$ cat src/rpf_map.svh
// Register map, field positions, reset values and timing counts.
`ifndef RPF_MAP_SVH
`define RPF_MAP_SVH
// Register offsets and reset values.
`define RPF_PIN_IO_ADDR   8'h27
`define RPF_FUNC_ADDR     8'h28
`define RPF_PIN_IO_RESET  8'h00
`define RPF_FUNC_RESET    8'h00
`define RPF_UNMAPPED_READ 8'h00
// Field positions of pin_io_config.
`define RPF_IRQA_FN_LSB   0
`define RPF_EVT_FN_LSB    2
`define RPF_EVT_TYPE_BIT  4
`define RPF_EVT_POL_BIT   5
`define RPF_PULL_BIT      6
`define RPF_CLKPIN_BIT    7
// Field positions of chip_function_config.
`define RPF_COF_LSB       0
`define RPF_STOP_SRC_BIT  3
`define RPF_MODE_BIT      4
`define RPF_PI_LSB        5
`define RPF_HUND_BIT      7
// Clock output codes.
`define RPF_COF_1HZ       3'h6
`define RPF_COF_OFF       3'h7
// Timing: system clock period and prescaler divider to 65.536 kHz.
`define RPF_CLK_NS        8
`define RPF_OSC_DIV       1907
`define RPF_PRESC_W       16
`define RPF_SAMPLE_NS     30500
`define RPF_SAMPLE_CYC    ((`RPF_SAMPLE_NS + `RPF_CLK_NS - 1) / `RPF_CLK_NS)
// Hundredths divider pattern.
`define RPF_DIV3_PERIODS  14
`define RPF_DIV2_PERIODS  11
`define RPF_BLOCK_256     64
// Periodic interrupt timer lengths.
`define RPF_SEC_LAST      6'h3B
`define RPF_MIN_LAST      6'h3B
`endif

$ cat src/rpf_pkg.sv
// Mode types of the pin function block.
package rpf_pkg;
   typedef enum logic [1:0] {
      EVT_DISABLED, EVT_IRQ_B, EVT_CLOCK, EVT_INPUT
   } rpf_evt_fn_t;
   typedef enum logic [1:0] {
      IRQA_CLOCK, IRQA_BATTERY, IRQA_IRQ, IRQA_HIZ
   } rpf_irqa_fn_t;
   typedef enum logic [1:0] {
      PI_NONE, PI_SECOND, PI_MINUTE, PI_HOUR
   } rpf_pi_t;
endpackage

$ cat src/rpf_pin_function.sv
// Pin I/O and chip function control of the calendar clock.
`include "rpf_map.svh"

module rpf_pin_function #(
   parameter int OSC_DIV    = `RPF_OSC_DIV,
   parameter int SAMPLE_CYC = `RPF_SAMPLE_CYC
) (
   // Clock and reset.
   input  wire logic       clk,
   input  wire logic       rst_n,
   // Register access port from the serial interface.
   input  wire logic [7:0] reg_addr,
   input  wire logic [7:0] reg_wdata,
   input  wire logic       reg_wr,
   input  wire logic       reg_rd,
   output logic      [7:0] reg_rdata,
   // Supply state and neighbouring logic.
   input  wire logic       on_battery,
   input  wire logic       halt_count,
   input  wire logic       irq_a_req,
   input  wire logic       irq_b_data,
   input  wire logic [1:0] stamp_one_mode,
   input  wire logic [2:0] stamp_two_mode,
   // Event pin.
   input  wire logic       event_pin_i,
   output logic            event_pin_o,
   output logic            event_pin_oe,
   output logic            pullup_en,
   output logic            pullup_strength_sel,
   // Interrupt A pin, open drain.
   output logic            irq_a_pin_o,
   output logic            irq_a_pin_oe,
   // Counting control towards the time counters.
   output logic            count_tick,
   output logic            hundredths_enable,
   output logic            count_mode,
   output logic            clk_pin_disable,
   output logic      [2:0] clkout_freq_sel,
   // Events.
   output logic            periodic_pulse,
   output logic            periodic_irq_flag_set,
   output logic            stamp_one_trig,
   output logic            stamp_two_trig
);

   ////////////////////////////////////////////////////////////////////////
   // Registers.
   logic [7:0] pin_io_config;
   logic [7:0] chip_function_config;

   // Write decode and field extraction.
   wire wr_pin_io = reg_wr && (reg_addr == `RPF_PIN_IO_ADDR);
   wire wr_func   = reg_wr && (reg_addr == `RPF_FUNC_ADDR);
   wire rpf_pkg::rpf_evt_fn_t evt_fn =
      rpf_pkg::rpf_evt_fn_t'(pin_io_config[`RPF_EVT_FN_LSB +: 2]);
   wire rpf_pkg::rpf_irqa_fn_t irqa_fn =
      rpf_pkg::rpf_irqa_fn_t'(pin_io_config[`RPF_IRQA_FN_LSB +: 2]);
   wire rpf_pkg::rpf_pi_t pi_sel =
      rpf_pkg::rpf_pi_t'(chip_function_config[`RPF_PI_LSB +: 2]);
   wire       evt_type   = pin_io_config[`RPF_EVT_TYPE_BIT];
   wire       evt_pol    = pin_io_config[`RPF_EVT_POL_BIT];
   wire       stop_src   = chip_function_config[`RPF_STOP_SRC_BIT];
   wire [2:0] cof        = chip_function_config[`RPF_COF_LSB +: 3];
   wire [7:0] next_rdata = (reg_addr == `RPF_PIN_IO_ADDR) ? pin_io_config :
                           (reg_addr == `RPF_FUNC_ADDR) ?
                           chip_function_config : `RPF_UNMAPPED_READ;

   assign pullup_strength_sel = pin_io_config[`RPF_PULL_BIT];
   assign clk_pin_disable     = pin_io_config[`RPF_CLKPIN_BIT];
   assign hundredths_enable   = chip_function_config[`RPF_HUND_BIT];
   assign count_mode          = chip_function_config[`RPF_MODE_BIT];
   assign clkout_freq_sel     = cof;

   // Register storage and read data; unmapped reads return zero.
   always_ff @(posedge clk) begin
      if (!rst_n) begin
         pin_io_config        <= `RPF_PIN_IO_RESET;
         chip_function_config <= `RPF_FUNC_RESET;
         reg_rdata            <= 8'h00;
      end else begin
         if (wr_pin_io) begin
            pin_io_config <= reg_wdata;
         end
         if (wr_func) begin
            chip_function_config <= reg_wdata;
         end
         if (reg_rd) begin
            reg_rdata <= next_rdata;
         end
      end
   end

   ////////////////////////////////////////////////////////////////////////
   // Synchronisers for the pin and the supply state.
   logic [1:0] pin_sync;
   logic [1:0] batt_sync;
   wire        pin_s  = pin_sync[1];
   wire        batt_s = batt_sync[1];

   always_ff @(posedge clk) begin
      if (!rst_n) begin
         pin_sync  <= 2'h0;
         batt_sync <= 2'h0;
      end else begin
         pin_sync  <= {pin_sync[0], event_pin_i};
         batt_sync <= {batt_sync[0], on_battery};
      end
   end

   ////////////////////////////////////////////////////////////////////////
   // Prescaler: a 65.536 kHz enable, then a binary chain down to 1 Hz.
   // The chain is never touched by offset correction, so 1 Hz and the
   // periodic timers keep their nominal length.
   logic [11:0]           osc_cnt;
   logic [`RPF_PRESC_W-1:0] presc;
   wire osc_tick = (osc_cnt == 12'(OSC_DIV - 1));
   wire tick_256 = osc_tick && (presc[7:0] == 8'hFF);
   wire tick_16  = osc_tick && (presc[11:0] == 12'hFFF);
   wire tick_1hz = osc_tick && (presc == 16'hFFFF);

   always_ff @(posedge clk) begin
      if (!rst_n) begin
         osc_cnt <= 12'h000;
         presc   <= 16'h0000;
      end else begin
         osc_cnt <= osc_tick ? 12'h000 : osc_cnt + 12'h001;
         if (osc_tick) begin
            presc <= presc + 16'h0001;
         end
      end
   end

   // Selected square wave; the 1 Hz and static codes are special.
   wire clk_sel = (cof == `RPF_COF_1HZ) ? presc[15] :
                  (cof == `RPF_COF_OFF) ? 1'b0 : presc[cof];

   ////////////////////////////////////////////////////////////////////////
   // Hundredths divider: 25 ticks of 100 Hz span 64 ticks of 256 Hz.
   logic [4:0] phase;
   logic [1:0] div_cnt;
   wire [1:0] div_len = (phase < 5'(`RPF_DIV3_PERIODS)) ? 2'h3 : 2'h2;
   wire       tick_100 = tick_256 && (div_cnt == div_len - 2'h1);
   wire       last_phase =
      (phase == 5'(`RPF_DIV3_PERIODS + `RPF_DIV2_PERIODS - 1));

   always_ff @(posedge clk) begin
      if (!rst_n) begin
         phase   <= 5'h00;
         div_cnt <= 2'h0;
      end else if (tick_256) begin
         if (tick_100) begin
            div_cnt <= 2'h0;
            phase   <= last_phase ? 5'h00 : phase + 5'h01;
         end else begin
            div_cnt <= div_cnt + 2'h1;
         end
      end
   end

   ////////////////////////////////////////////////////////////////////////
   // Switch detector: a 16 Hz sample window with the pull-up on.
   logic [11:0] samp_cnt;
   logic        samp_lvl;
   wire switch_mode = (evt_fn == rpf_pkg::EVT_INPUT) && evt_type;

   always_ff @(posedge clk) begin
      if (!rst_n) begin
         samp_cnt  <= 12'h000;
         samp_lvl  <= 1'b0;
         pullup_en <= 1'b0;
      end else begin
         if (tick_16 && switch_mode) begin
            samp_cnt  <= 12'(SAMPLE_CYC);
            pullup_en <= 1'b1;
         end else if (samp_cnt != 12'h000) begin
            samp_cnt  <= samp_cnt - 12'h001;
            pullup_en <= (samp_cnt != 12'h001);
         end
         // Level is taken at the end of the window, pull-up settled.
         if (samp_cnt == 12'h001) begin
            samp_lvl <= pin_s;
         end
      end
   end

   ////////////////////////////////////////////////////////////////////////
   // Input qualification. A disabled or battery-fed CMOS input reads as
   // its inactive level, so it can neither stamp nor stop.
   wire cmos_ok   = (evt_fn == rpf_pkg::EVT_INPUT) && !evt_type && !batt_s;
   wire raw_lvl   = switch_mode ? samp_lvl : cmos_ok ? pin_s : evt_pol;
   wire evt_act   = raw_lvl ^ evt_pol;
   logic evt_act_d;
   wire evt_edge  = evt_act && !evt_act_d;

   always_ff @(posedge clk) begin
      if (!rst_n) begin
         evt_act_d      <= 1'b0;
         stamp_one_trig <= 1'b0;
         stamp_two_trig <= 1'b0;
      end else begin
         evt_act_d      <= evt_act;
         stamp_one_trig <= evt_edge && (stamp_one_mode != 2'h0);
         stamp_two_trig <= evt_edge && (stamp_two_mode != 3'h0);
      end
   end

   ////////////////////////////////////////////////////////////////////////
   // Counting enable: halt always stops; the pin stops only when chosen
   // as stop source with the pin in input mode.
   wire pin_stop  = stop_src && (evt_fn == rpf_pkg::EVT_INPUT) && evt_act;
   wire stopped   = halt_count || pin_stop;
   wire res_tick  = hundredths_enable ? tick_100 : tick_1hz;

   always_ff @(posedge clk) begin
      if (!rst_n) begin
         count_tick <= 1'b0;
      end else begin
         count_tick <= res_tick && !stopped;
      end
   end

   ////////////////////////////////////////////////////////////////////////
   // Periodic timers run from 1 Hz regardless of halt and restart from
   // zero whenever the periodic interrupt is off.
   logic [5:0] sec_cnt;
   logic [5:0] min_cnt;
   wire sec_wrap = tick_1hz && (sec_cnt == `RPF_SEC_LAST);
   wire min_wrap = sec_wrap && (min_cnt == `RPF_MIN_LAST);
   wire next_pulse = (pi_sel == rpf_pkg::PI_SECOND) ? tick_1hz :
                     (pi_sel == rpf_pkg::PI_MINUTE) ? sec_wrap :
                     (pi_sel == rpf_pkg::PI_HOUR)   ? min_wrap : 1'b0;

   always_ff @(posedge clk) begin
      if (!rst_n || pi_sel == rpf_pkg::PI_NONE) begin
         sec_cnt        <= 6'h00;
         min_cnt        <= 6'h00;
         periodic_pulse <= 1'b0;
      end else begin
         if (tick_1hz) begin
            sec_cnt <= sec_wrap ? 6'h00 : sec_cnt + 6'h01;
         end
         if (sec_wrap) begin
            min_cnt <= min_wrap ? 6'h00 : min_cnt + 6'h01;
         end
         periodic_pulse <= next_pulse;
      end
   end

   // Each pulse sets the periodic flag; the flag never gates a pulse.
   assign periodic_irq_flag_set = periodic_pulse;

   ////////////////////////////////////////////////////////////////////////
   // Pin drivers. The event pin is push-pull and only driven on main
   // supply; interrupt A is open drain, so it only ever pulls low.
   wire next_evt_oe = !batt_s && ((evt_fn == rpf_pkg::EVT_IRQ_B) ||
                                  (evt_fn == rpf_pkg::EVT_CLOCK));
   wire next_evt_o  = (evt_fn == rpf_pkg::EVT_IRQ_B) ? irq_b_data :
                      clk_sel;
   wire irqa_clk_pull = !batt_s && (cof != `RPF_COF_OFF) && !clk_sel;
   wire next_irqa_oe  = (irqa_fn == rpf_pkg::IRQA_CLOCK)   ? irqa_clk_pull :
                        (irqa_fn == rpf_pkg::IRQA_BATTERY) ? batt_s :
                        (irqa_fn == rpf_pkg::IRQA_IRQ) ? irq_a_req :
                        1'b0;

   assign irq_a_pin_o = 1'b0;

   always_ff @(posedge clk) begin
      if (!rst_n) begin
         event_pin_o  <= 1'b0;
         event_pin_oe <= 1'b0;
         irq_a_pin_oe <= 1'b0;
      end else begin
         event_pin_o  <= next_evt_o;
         event_pin_oe <= next_evt_oe;
         irq_a_pin_oe <= next_irqa_oe;
      end
   end

   ////////////////////////////////////////////////////////////////////////
   // Helper counters read only by the checks below.
   logic [6:0]  blk256;
   logic [12:0] pull_len;

   always_ff @(posedge clk) begin
      if (!rst_n) begin
         blk256   <= 7'h00;
         pull_len <= 13'h0000;
      end else begin
         if (tick_100 && last_phase) begin
            blk256 <= 7'h00;
         end else if (tick_256) begin
            blk256 <= blk256 + 7'h01;
         end
         pull_len <= pullup_en ? pull_len + 13'h0001 : 13'h0000;
      end
   end
endmodule

$ cat config.mk
export PLATFORM = sky130hd
export DESIGN_NAME = rpf_pin_function
export DESIGN_NICKNAME = d
export VERILOG_FILES = /design/src/rpf_pkg.sv /design/src/rpf_pin_function.sv
export VERILOG_INCLUDE_DIRS = /design/src /design/src/src
export SDC_FILE = /design/constraint.sdc
export NUM_CORES = 1
export LEC_CHECK = 0
export ABC_AREA = 1
export BUFFER_PORTS_ARGS = -buffer_cell sky130_fd_sc_hd__buf_2
export CAP_MARGIN = 20
export CORE_UTILIZATION = 59
export DETAILED_ROUTE_END_ITERATION = 16
export PLACE_DENSITY = 0.8
export SLEW_MARGIN = 25
export SYNTH_ARGS = -nofsm -noshare
export SYNTH_HDL_FRONTEND = slang
export SYNTH_SLANG_ARGS = --single-unit
$ cat constraint.sdc
create_clock -name clk -period 2.1 [get_ports clk]
set_input_delay 0.105 -clock clk [delete_from_list [all_inputs] [get_ports clk]]
set_output_delay 0.105 -clock clk [all_outputs]
set_load 0.05 [all_outputs]
==> results_dict.tcl, run 1 <==
set metrics [dict create \
    synth_edf_count 0 \
    cap_violations 0 \
    grt_max_degree 26 \
    dp_hpwl_um 7960 \
    grt_usage_pct 27.0 \
    num_rows 32 \
    status "finished clean" \
    place_ws_ns 0.213 \
    synth.top_cell.area_share_pct 39.6 \
    setup-violations-final 0 \
    critPathMaxFanout 12 \
    numPortBuffers 53 \
    cts_inserted_buffers 9 \
    dp_cells 836 \
    grt_setup_unrepaired "false" \
    layout_setup_ws_ns 0.227 \
    synth_nets 738 \
    yosysTopAreaCell "dfxtp_1" \
    finalCritPeriodShare_pct 89.2 \
    grt_pass1_wl_um 18900 \
    crit_path_start_kind "register" \
    route.detailed.drc 0 \
    fin_area_um2 5550 \
    muxShareOfSynthArea_pct 0 \
    cpPeakStageDelay_ns 0.33 \
    clk_pin_slew_worst_paths_ns 0.09 \
    whs_ns 0.0275 \
    whs_path_depth 3 \
    final_antenna_net_count 0 \
    initial_utilization_pct 62.1 \
    overflow 0 \
    grt_pass1_vias 4316 \
    tns_ns 0 \
    layout.cells.non_filler 867 \
    r2r_start "samp_cnt[0]" \
    io_pins 55 \
    cts_sinks 97 \
    clk_latency_ns 0.36 \
    slew_headroom_pct 64.9 \
    fp.dieW_um 93.1 \
    hold_viol_final 0 \
    drt-initial-drc-count 201 \
    syn2layout_area_growth_pct 13.3 \
    period_needed_ns 1.87 \
    cts_tree "done" \
    hold_end "chip_function_config[0]" \
    leakage_nw 2.33 \
    nNetsFinal 801 \
    place.gp.congestion 0.935 \
    reg2reg_depth 9 \
    hold_path.class "input port to register" \
    synth_simple_gate_area_share_pct 33.1 \
    via_count 4637 \
    fin_util_pct 70.4 \
    die_area_um2 8670 \
    antenna_found_initial 0 \
    drt_pass1_iterations 5 \
    powerDensity_nw_per_um2 741 \
    cp.arrival_ns 2.12 \
    synthDistinctLibCells 36 \
    post_dp_cell_area_um2 5210 \
    r2r_slack_ns 0.23 \
    syn_avg_cell_area_um2 7.03 \
    core_um2 7890 \
    critPathSlowestCell "dfxtp_1" \
    synth_area_leaders "dfxtp_1 (40%), nand2_1 (9.8%), inv_1 (7.1%)" \
    r2r_end "pullup_en" \
    synth_cells 697 \
    h-tree-depth 3 \
    synth_top_family_by_area "simple AND/OR/NAND/NOR gates" \
    vias_per_cell 5.35 \
    crit_type "register to register" \
    antenna_cells 0 \
    die_h_um 93.1 \
    synth_common_cells "nand2_1 (128), dfxtp_1 (97), inv_1 (93)" \
    path_cells "inv_1, ha_1, nand4_1, nor2_1, nand2_1, inv_1, nand2_1, o21ai_0, a21oi_1" \
    drive_above_1_share_pct 13.2 \
    synthArstFlopShare_pct 0 \
    yosysWarnings 0 \
    power.total_mw 4.11 \
    wl_per_cell_um 12.8 \
    synth_compound_area_share_pct 12.0 \
    ir_drop_uv 442 \
    synth-xor-area-share_pct 3.04 \
    hp-start "reg_wdata[0]" \
    fin_worst_skew_ns 0.0139 \
    required_ns 2.35 \
    syn_area_um2 4900 \
    synth-seq-area-share_pct 39.6 \
    synth_fa_ha_area_share_pct 2.81 \
    ctsLongestPathBuffers 2 \
    synth_seq_cells 97 \
    final_max_slew_viol_count 0 \
    yosysMostFrequentCell "nand2_1" \
    worst_pin_slew_ns 0.525 \
    cp-end-kind "register" \
    cp-startpoint "samp_cnt[0]" \
    cts-root-buf "clkbuf_8" \
    timing.fmax_ghz 0.534 \
    wl_um 11100 \
    synthFlopType "dfxtp_1" \
]
-- critical path: cells and delay by family, from the launching register on --
family	cells	cell delay, ns
AO/OA/AOI/OAI	2	0.16
adder cells (fa/ha/maj)	1	0.27
buffers and inverters	2	0.34
flip-flops	1	0.33
AND/OR/NAND/NOR	4	0.69
-- area by class of cell --
type	count	area (um2)
multi-input combinational	487	2500
fill	657	2340
sequential	97	1940
timing repair buffer	71	430
inverter	94	355
clock buffer	11	131
tap	102	128
clock inverter	5	62.6
-- flip-flops by register name, summed over array words and instances, names as in the netlist, 2 cells and up --
signal,flops
pin_sync,2
reg_rdata,8
batt_sync,2
presc,16
chip_function_config,8
min_cnt,6
samp_cnt,12
div_cnt,2
pin_io_config,8
phase,5
osc_cnt,12
sec_cnt,6
-- what timing repair did --
action | 4_1_cts | 5_1_grt
buffers inserted | 0 | 3
hold buffers | 12 | 0
gates resized for setup | 0 | 0
hold endpoints to repair | 13 | 0
endpoints found under the setup margin | 0 | 7
-- power breakdown --
part           internal (mW)  leakage (nW)  switching (mW)  total [mW]
Sequential              1.94         0.787          0.0725        2.02
Clock                  0.561        0.0906           0.661        1.22
Combinational          0.317          1.46           0.559       0.876
Total                   2.82          2.33            1.29        4.11
-- how the worst max path moves through the flow --
| stage | slack (ns) | cells past startpoint | end |
|---|---|---|---|
| 3_5_place_dp | 0.21 | 10 | min_cnt[1] |
| 3_3_place_gp | 0.28 | 10 | min_cnt[0] |
| 2_1_floorplan | 0.57 | 10 | min_cnt[5] |
| 6_report | 0.23 | 9 | pullup_en |
| 4_1_cts | 0.16 | 9 | min_cnt[1] |
| 5_1_grt | 0.04 | 9 | samp_cnt[3] |
-- routing by layer --
metal	GRT usage (%)	share of wire [%]	vias up
met5	0	0	-
met4	11.3	2.0	0
met3	4.31	4.8	25
met2	46.1	48	116
met1	33.6	45	2114
li1	-	-	2382
-- layout by cell type (no fill, tap or decap), drive strengths merged, types with 12 or more instances in the layout --
cell type / instances
buf: 59
nand3: 55
inv: 96
nand4: 22
o21ai: 44
nand2: 136
a21oi: 60
dfxtp: 97
dlygate4sd3: 12
nor3: 25
xor2: 12
nor2: 94
-- cells by family (layout without fill, tap and decap cells) --
group | after synthesis | count (layout)
AO/OA/AOI/OAI | 114 | 114
XOR/XNOR | 17 | 17
adder cells (fa/ha/maj) | 11 | 11
buffers and inverters | 113 | 181
flip-flops | 97 | 97
other | 1 | 1
AND/OR/NAND/NOR | 344 | 344
Note: power is estimated with default switching activity, not from simulation.
==> run 2: changes to the inputs <==
--- a/config.mk
+++ b/config.mk
@@ -9,9 +9,9 @@
 export ABC_AREA = 1
 export BUFFER_PORTS_ARGS = -buffer_cell sky130_fd_sc_hd__buf_2
 export CAP_MARGIN = 20
-export CORE_UTILIZATION = 59
+export CORE_UTILIZATION = 27
 export DETAILED_ROUTE_END_ITERATION = 16
-export PLACE_DENSITY = 0.8
+export RECOVER_POWER = 50
 export SLEW_MARGIN = 25
 export SYNTH_ARGS = -nofsm -noshare
 export SYNTH_HDL_FRONTEND = slang
==> run 2 against run 1 <==
  * Utilization down 37 points
  * Largest power group unchanged
  * Clock power up 52%
  * Register-to-register slack better by 0.02 ns
  * Die area up 120%
  * Critical path type unchanged
==> results_dict.tcl, run 2 (synthesis results as in run 1) <==
set metrics [dict create \
    status "finished clean" \
    syn2layout_area_growth_pct 17.3 \
    via_count 4480 \
    overflow 0 \
    final_antenna_net_count 0 \
    reg_top3 "presc (16), osc_cnt (12), samp_cnt (12)" \
    drt-initial-drc-count 217 \
    required_ns 2.34 \
    clk_pin_slew_worst_paths_ns 0.07 \
    fp.dieW_um 137 \
    antenna_found_initial 0 \
    fin_worst_skew_ns 0.0112 \
    route.detailed.drc 0 \
    pwr-share-clk_pct 39.1 \
    crit_path_start_kind "register" \
    seq_power_share_pct 42.7 \
    crit_type "register to register" \
    slew_headroom_pct 38.4 \
    fin_area_um2 5740 \
    cts_tree "done" \
    tns_ns 0 \
    p_sw_share_pct 29.2 \
    hold_path.class "input port to register" \
    critPathMaxFanout 11 \
    largest-register "presc" \
    grt_pass1_wl_um 19000 \
    grt_max_degree 22 \
    timing.fmax_ghz 0.540 \
    ir_drop_uv 386 \
    nFillCells 1851 \
    layout_common_cells "nand2_1 (127), dfxtp_1 (97), inv_1 (93), nor2_1 (86), a21oi_1 (60)" \
    worst_pin_slew_ns 0.915 \
    wl_um 11100 \
    largest_reg_flops 16 \
    leakage_nw 2.28 \
    final_max_slew_viol_count 0 \
    grt_usage_pct 12.8 \
    initial_utilization_pct 28.0 \
    post_dp_cell_area_um2 5400 \
    drive_above_1_share_pct 10.1 \
    grt_setup_unrepaired "false" \
    cts-root-buf "clkbuf_16" \
    num_rows 48 \
    period_needed_ns 1.85 \
    seq_area_um2 1940 \
    h-tree-depth 3 \
    die_area_um2 18700 \
    pwr-share-comb_pct 18.3 \
    p_int_mw 3.34 \
    die_h_um 137 \
    cts_sinks 97 \
    cts_inserted_buffers 9 \
    place.gp.congestion 0.838 \
    ctsLongestPathBuffers 2 \
    core_um2 17500 \
    numPortBuffers 53 \
    cp.arrival_ns 2.10 \
    clk_latency_ns 0.36 \
    layout_commonest_cell "nand2_1" \
    finalCritPeriodShare_pct 88.2 \
    powerDensity_nw_per_um2 823 \
    power_switching_mw 1.38 \
    wl_per_cell_um 11.3 \
    drt_pass1_iterations 4 \
    hold_viol_final 0 \
    multiInputGateArea_um2 2480 \
    antenna_cells 0 \
    cap_violations 0 \
    nNetsFinal 797 \
    cp-end-kind "register" \
    vias_per_cell 4.54 \
    setup-violations-final 0 \
    io_pins 55 \
    grt_pass1_vias 4033 \
    dp_hpwl_um 8230 \
]
==> run 2: path summary, 6_finish.rpt <==
path / to / slack (ns) / cells past startpoint / startpoint
worst min register to register: batt_sync[1] / 0.41 / 2 / batt_sync[0]
worst max register to register: min_cnt[4] / 0.25 / 10 / presc[0]
worst max-delay path: min_cnt[4] / 0.25 / 10 / presc[0]
worst min-delay path: chip_function_config[1] / 0.02 / 3 / reg_wdata[1]
==> run 2: what timing repair did <==
action,CTS,global route
setup endpoints to repair,0,2
hold endpoints to repair,8,0
resized for setup,0,1
setup buffers,0,0
hold buffers,7,0
==> run 2: worst max-delay path: stages (launching register included) <==
cell and delay (ns):
dfxtp_1 0.45, ha_1 0.24, inv_1 0.09, nor2_4 0.14
nand2_4 0.09, inv_4 0.07, nand2_2 0.06, nor2_4 0.23
nand2_1 0.21, nand2_1 0.11, a21oi_1 0.06
==> run 2: metal layers <==
layer | track usage [%] | vias to the layer above | routed length, um
met2 | 19.8 | 71 | 4970
met5 | 0 | - | 0
li1 | - | 2384 | -
met3 | 3.15 | 13 | 421
met1 | 16.9 | 2012 | 5520
met4 | 4.94 | 0 | 210
==> run 2: final cells by class <==
type	instances	share of cell area, %
sequential	97	33.8
timing repair buffer	67	6.16
tap	225	4.90
clock buffer	10	4.16
multi-input combinational	487	43.1
clock inverter	6	1.66
inverter	94	6.19
==> run 2: power groups by stage <==
stage,logic [mW],clock network (mW),registers [mW]
3_5_place_dp,0.848,0,2.06
6_report,0.863,1.85,2.02
4_1_cts,0.866,1.91,2.02
2_1_floorplan,0.614,0,2.10
3_3_place_gp,0.854,0,2.06
5_1_grt,0.998,1.98,2.03
==> run 2: stage by stage <==
stage	cells	total power [mW]	util, %	setup slack (ns)	hold WS (ns)
after global placement	963	2.91	30.9	0.289	0.285
after CTS	986	4.79	33.2	0.189	0.00453
after floorplan	697	2.72	-	0.570	0.203
final	986	4.73	32.9	0.248	0.0202
after detailed placement	963	2.91	30.9	0.238	0.296
after global routing	986	5.01	32.9	0.0253	0.0159
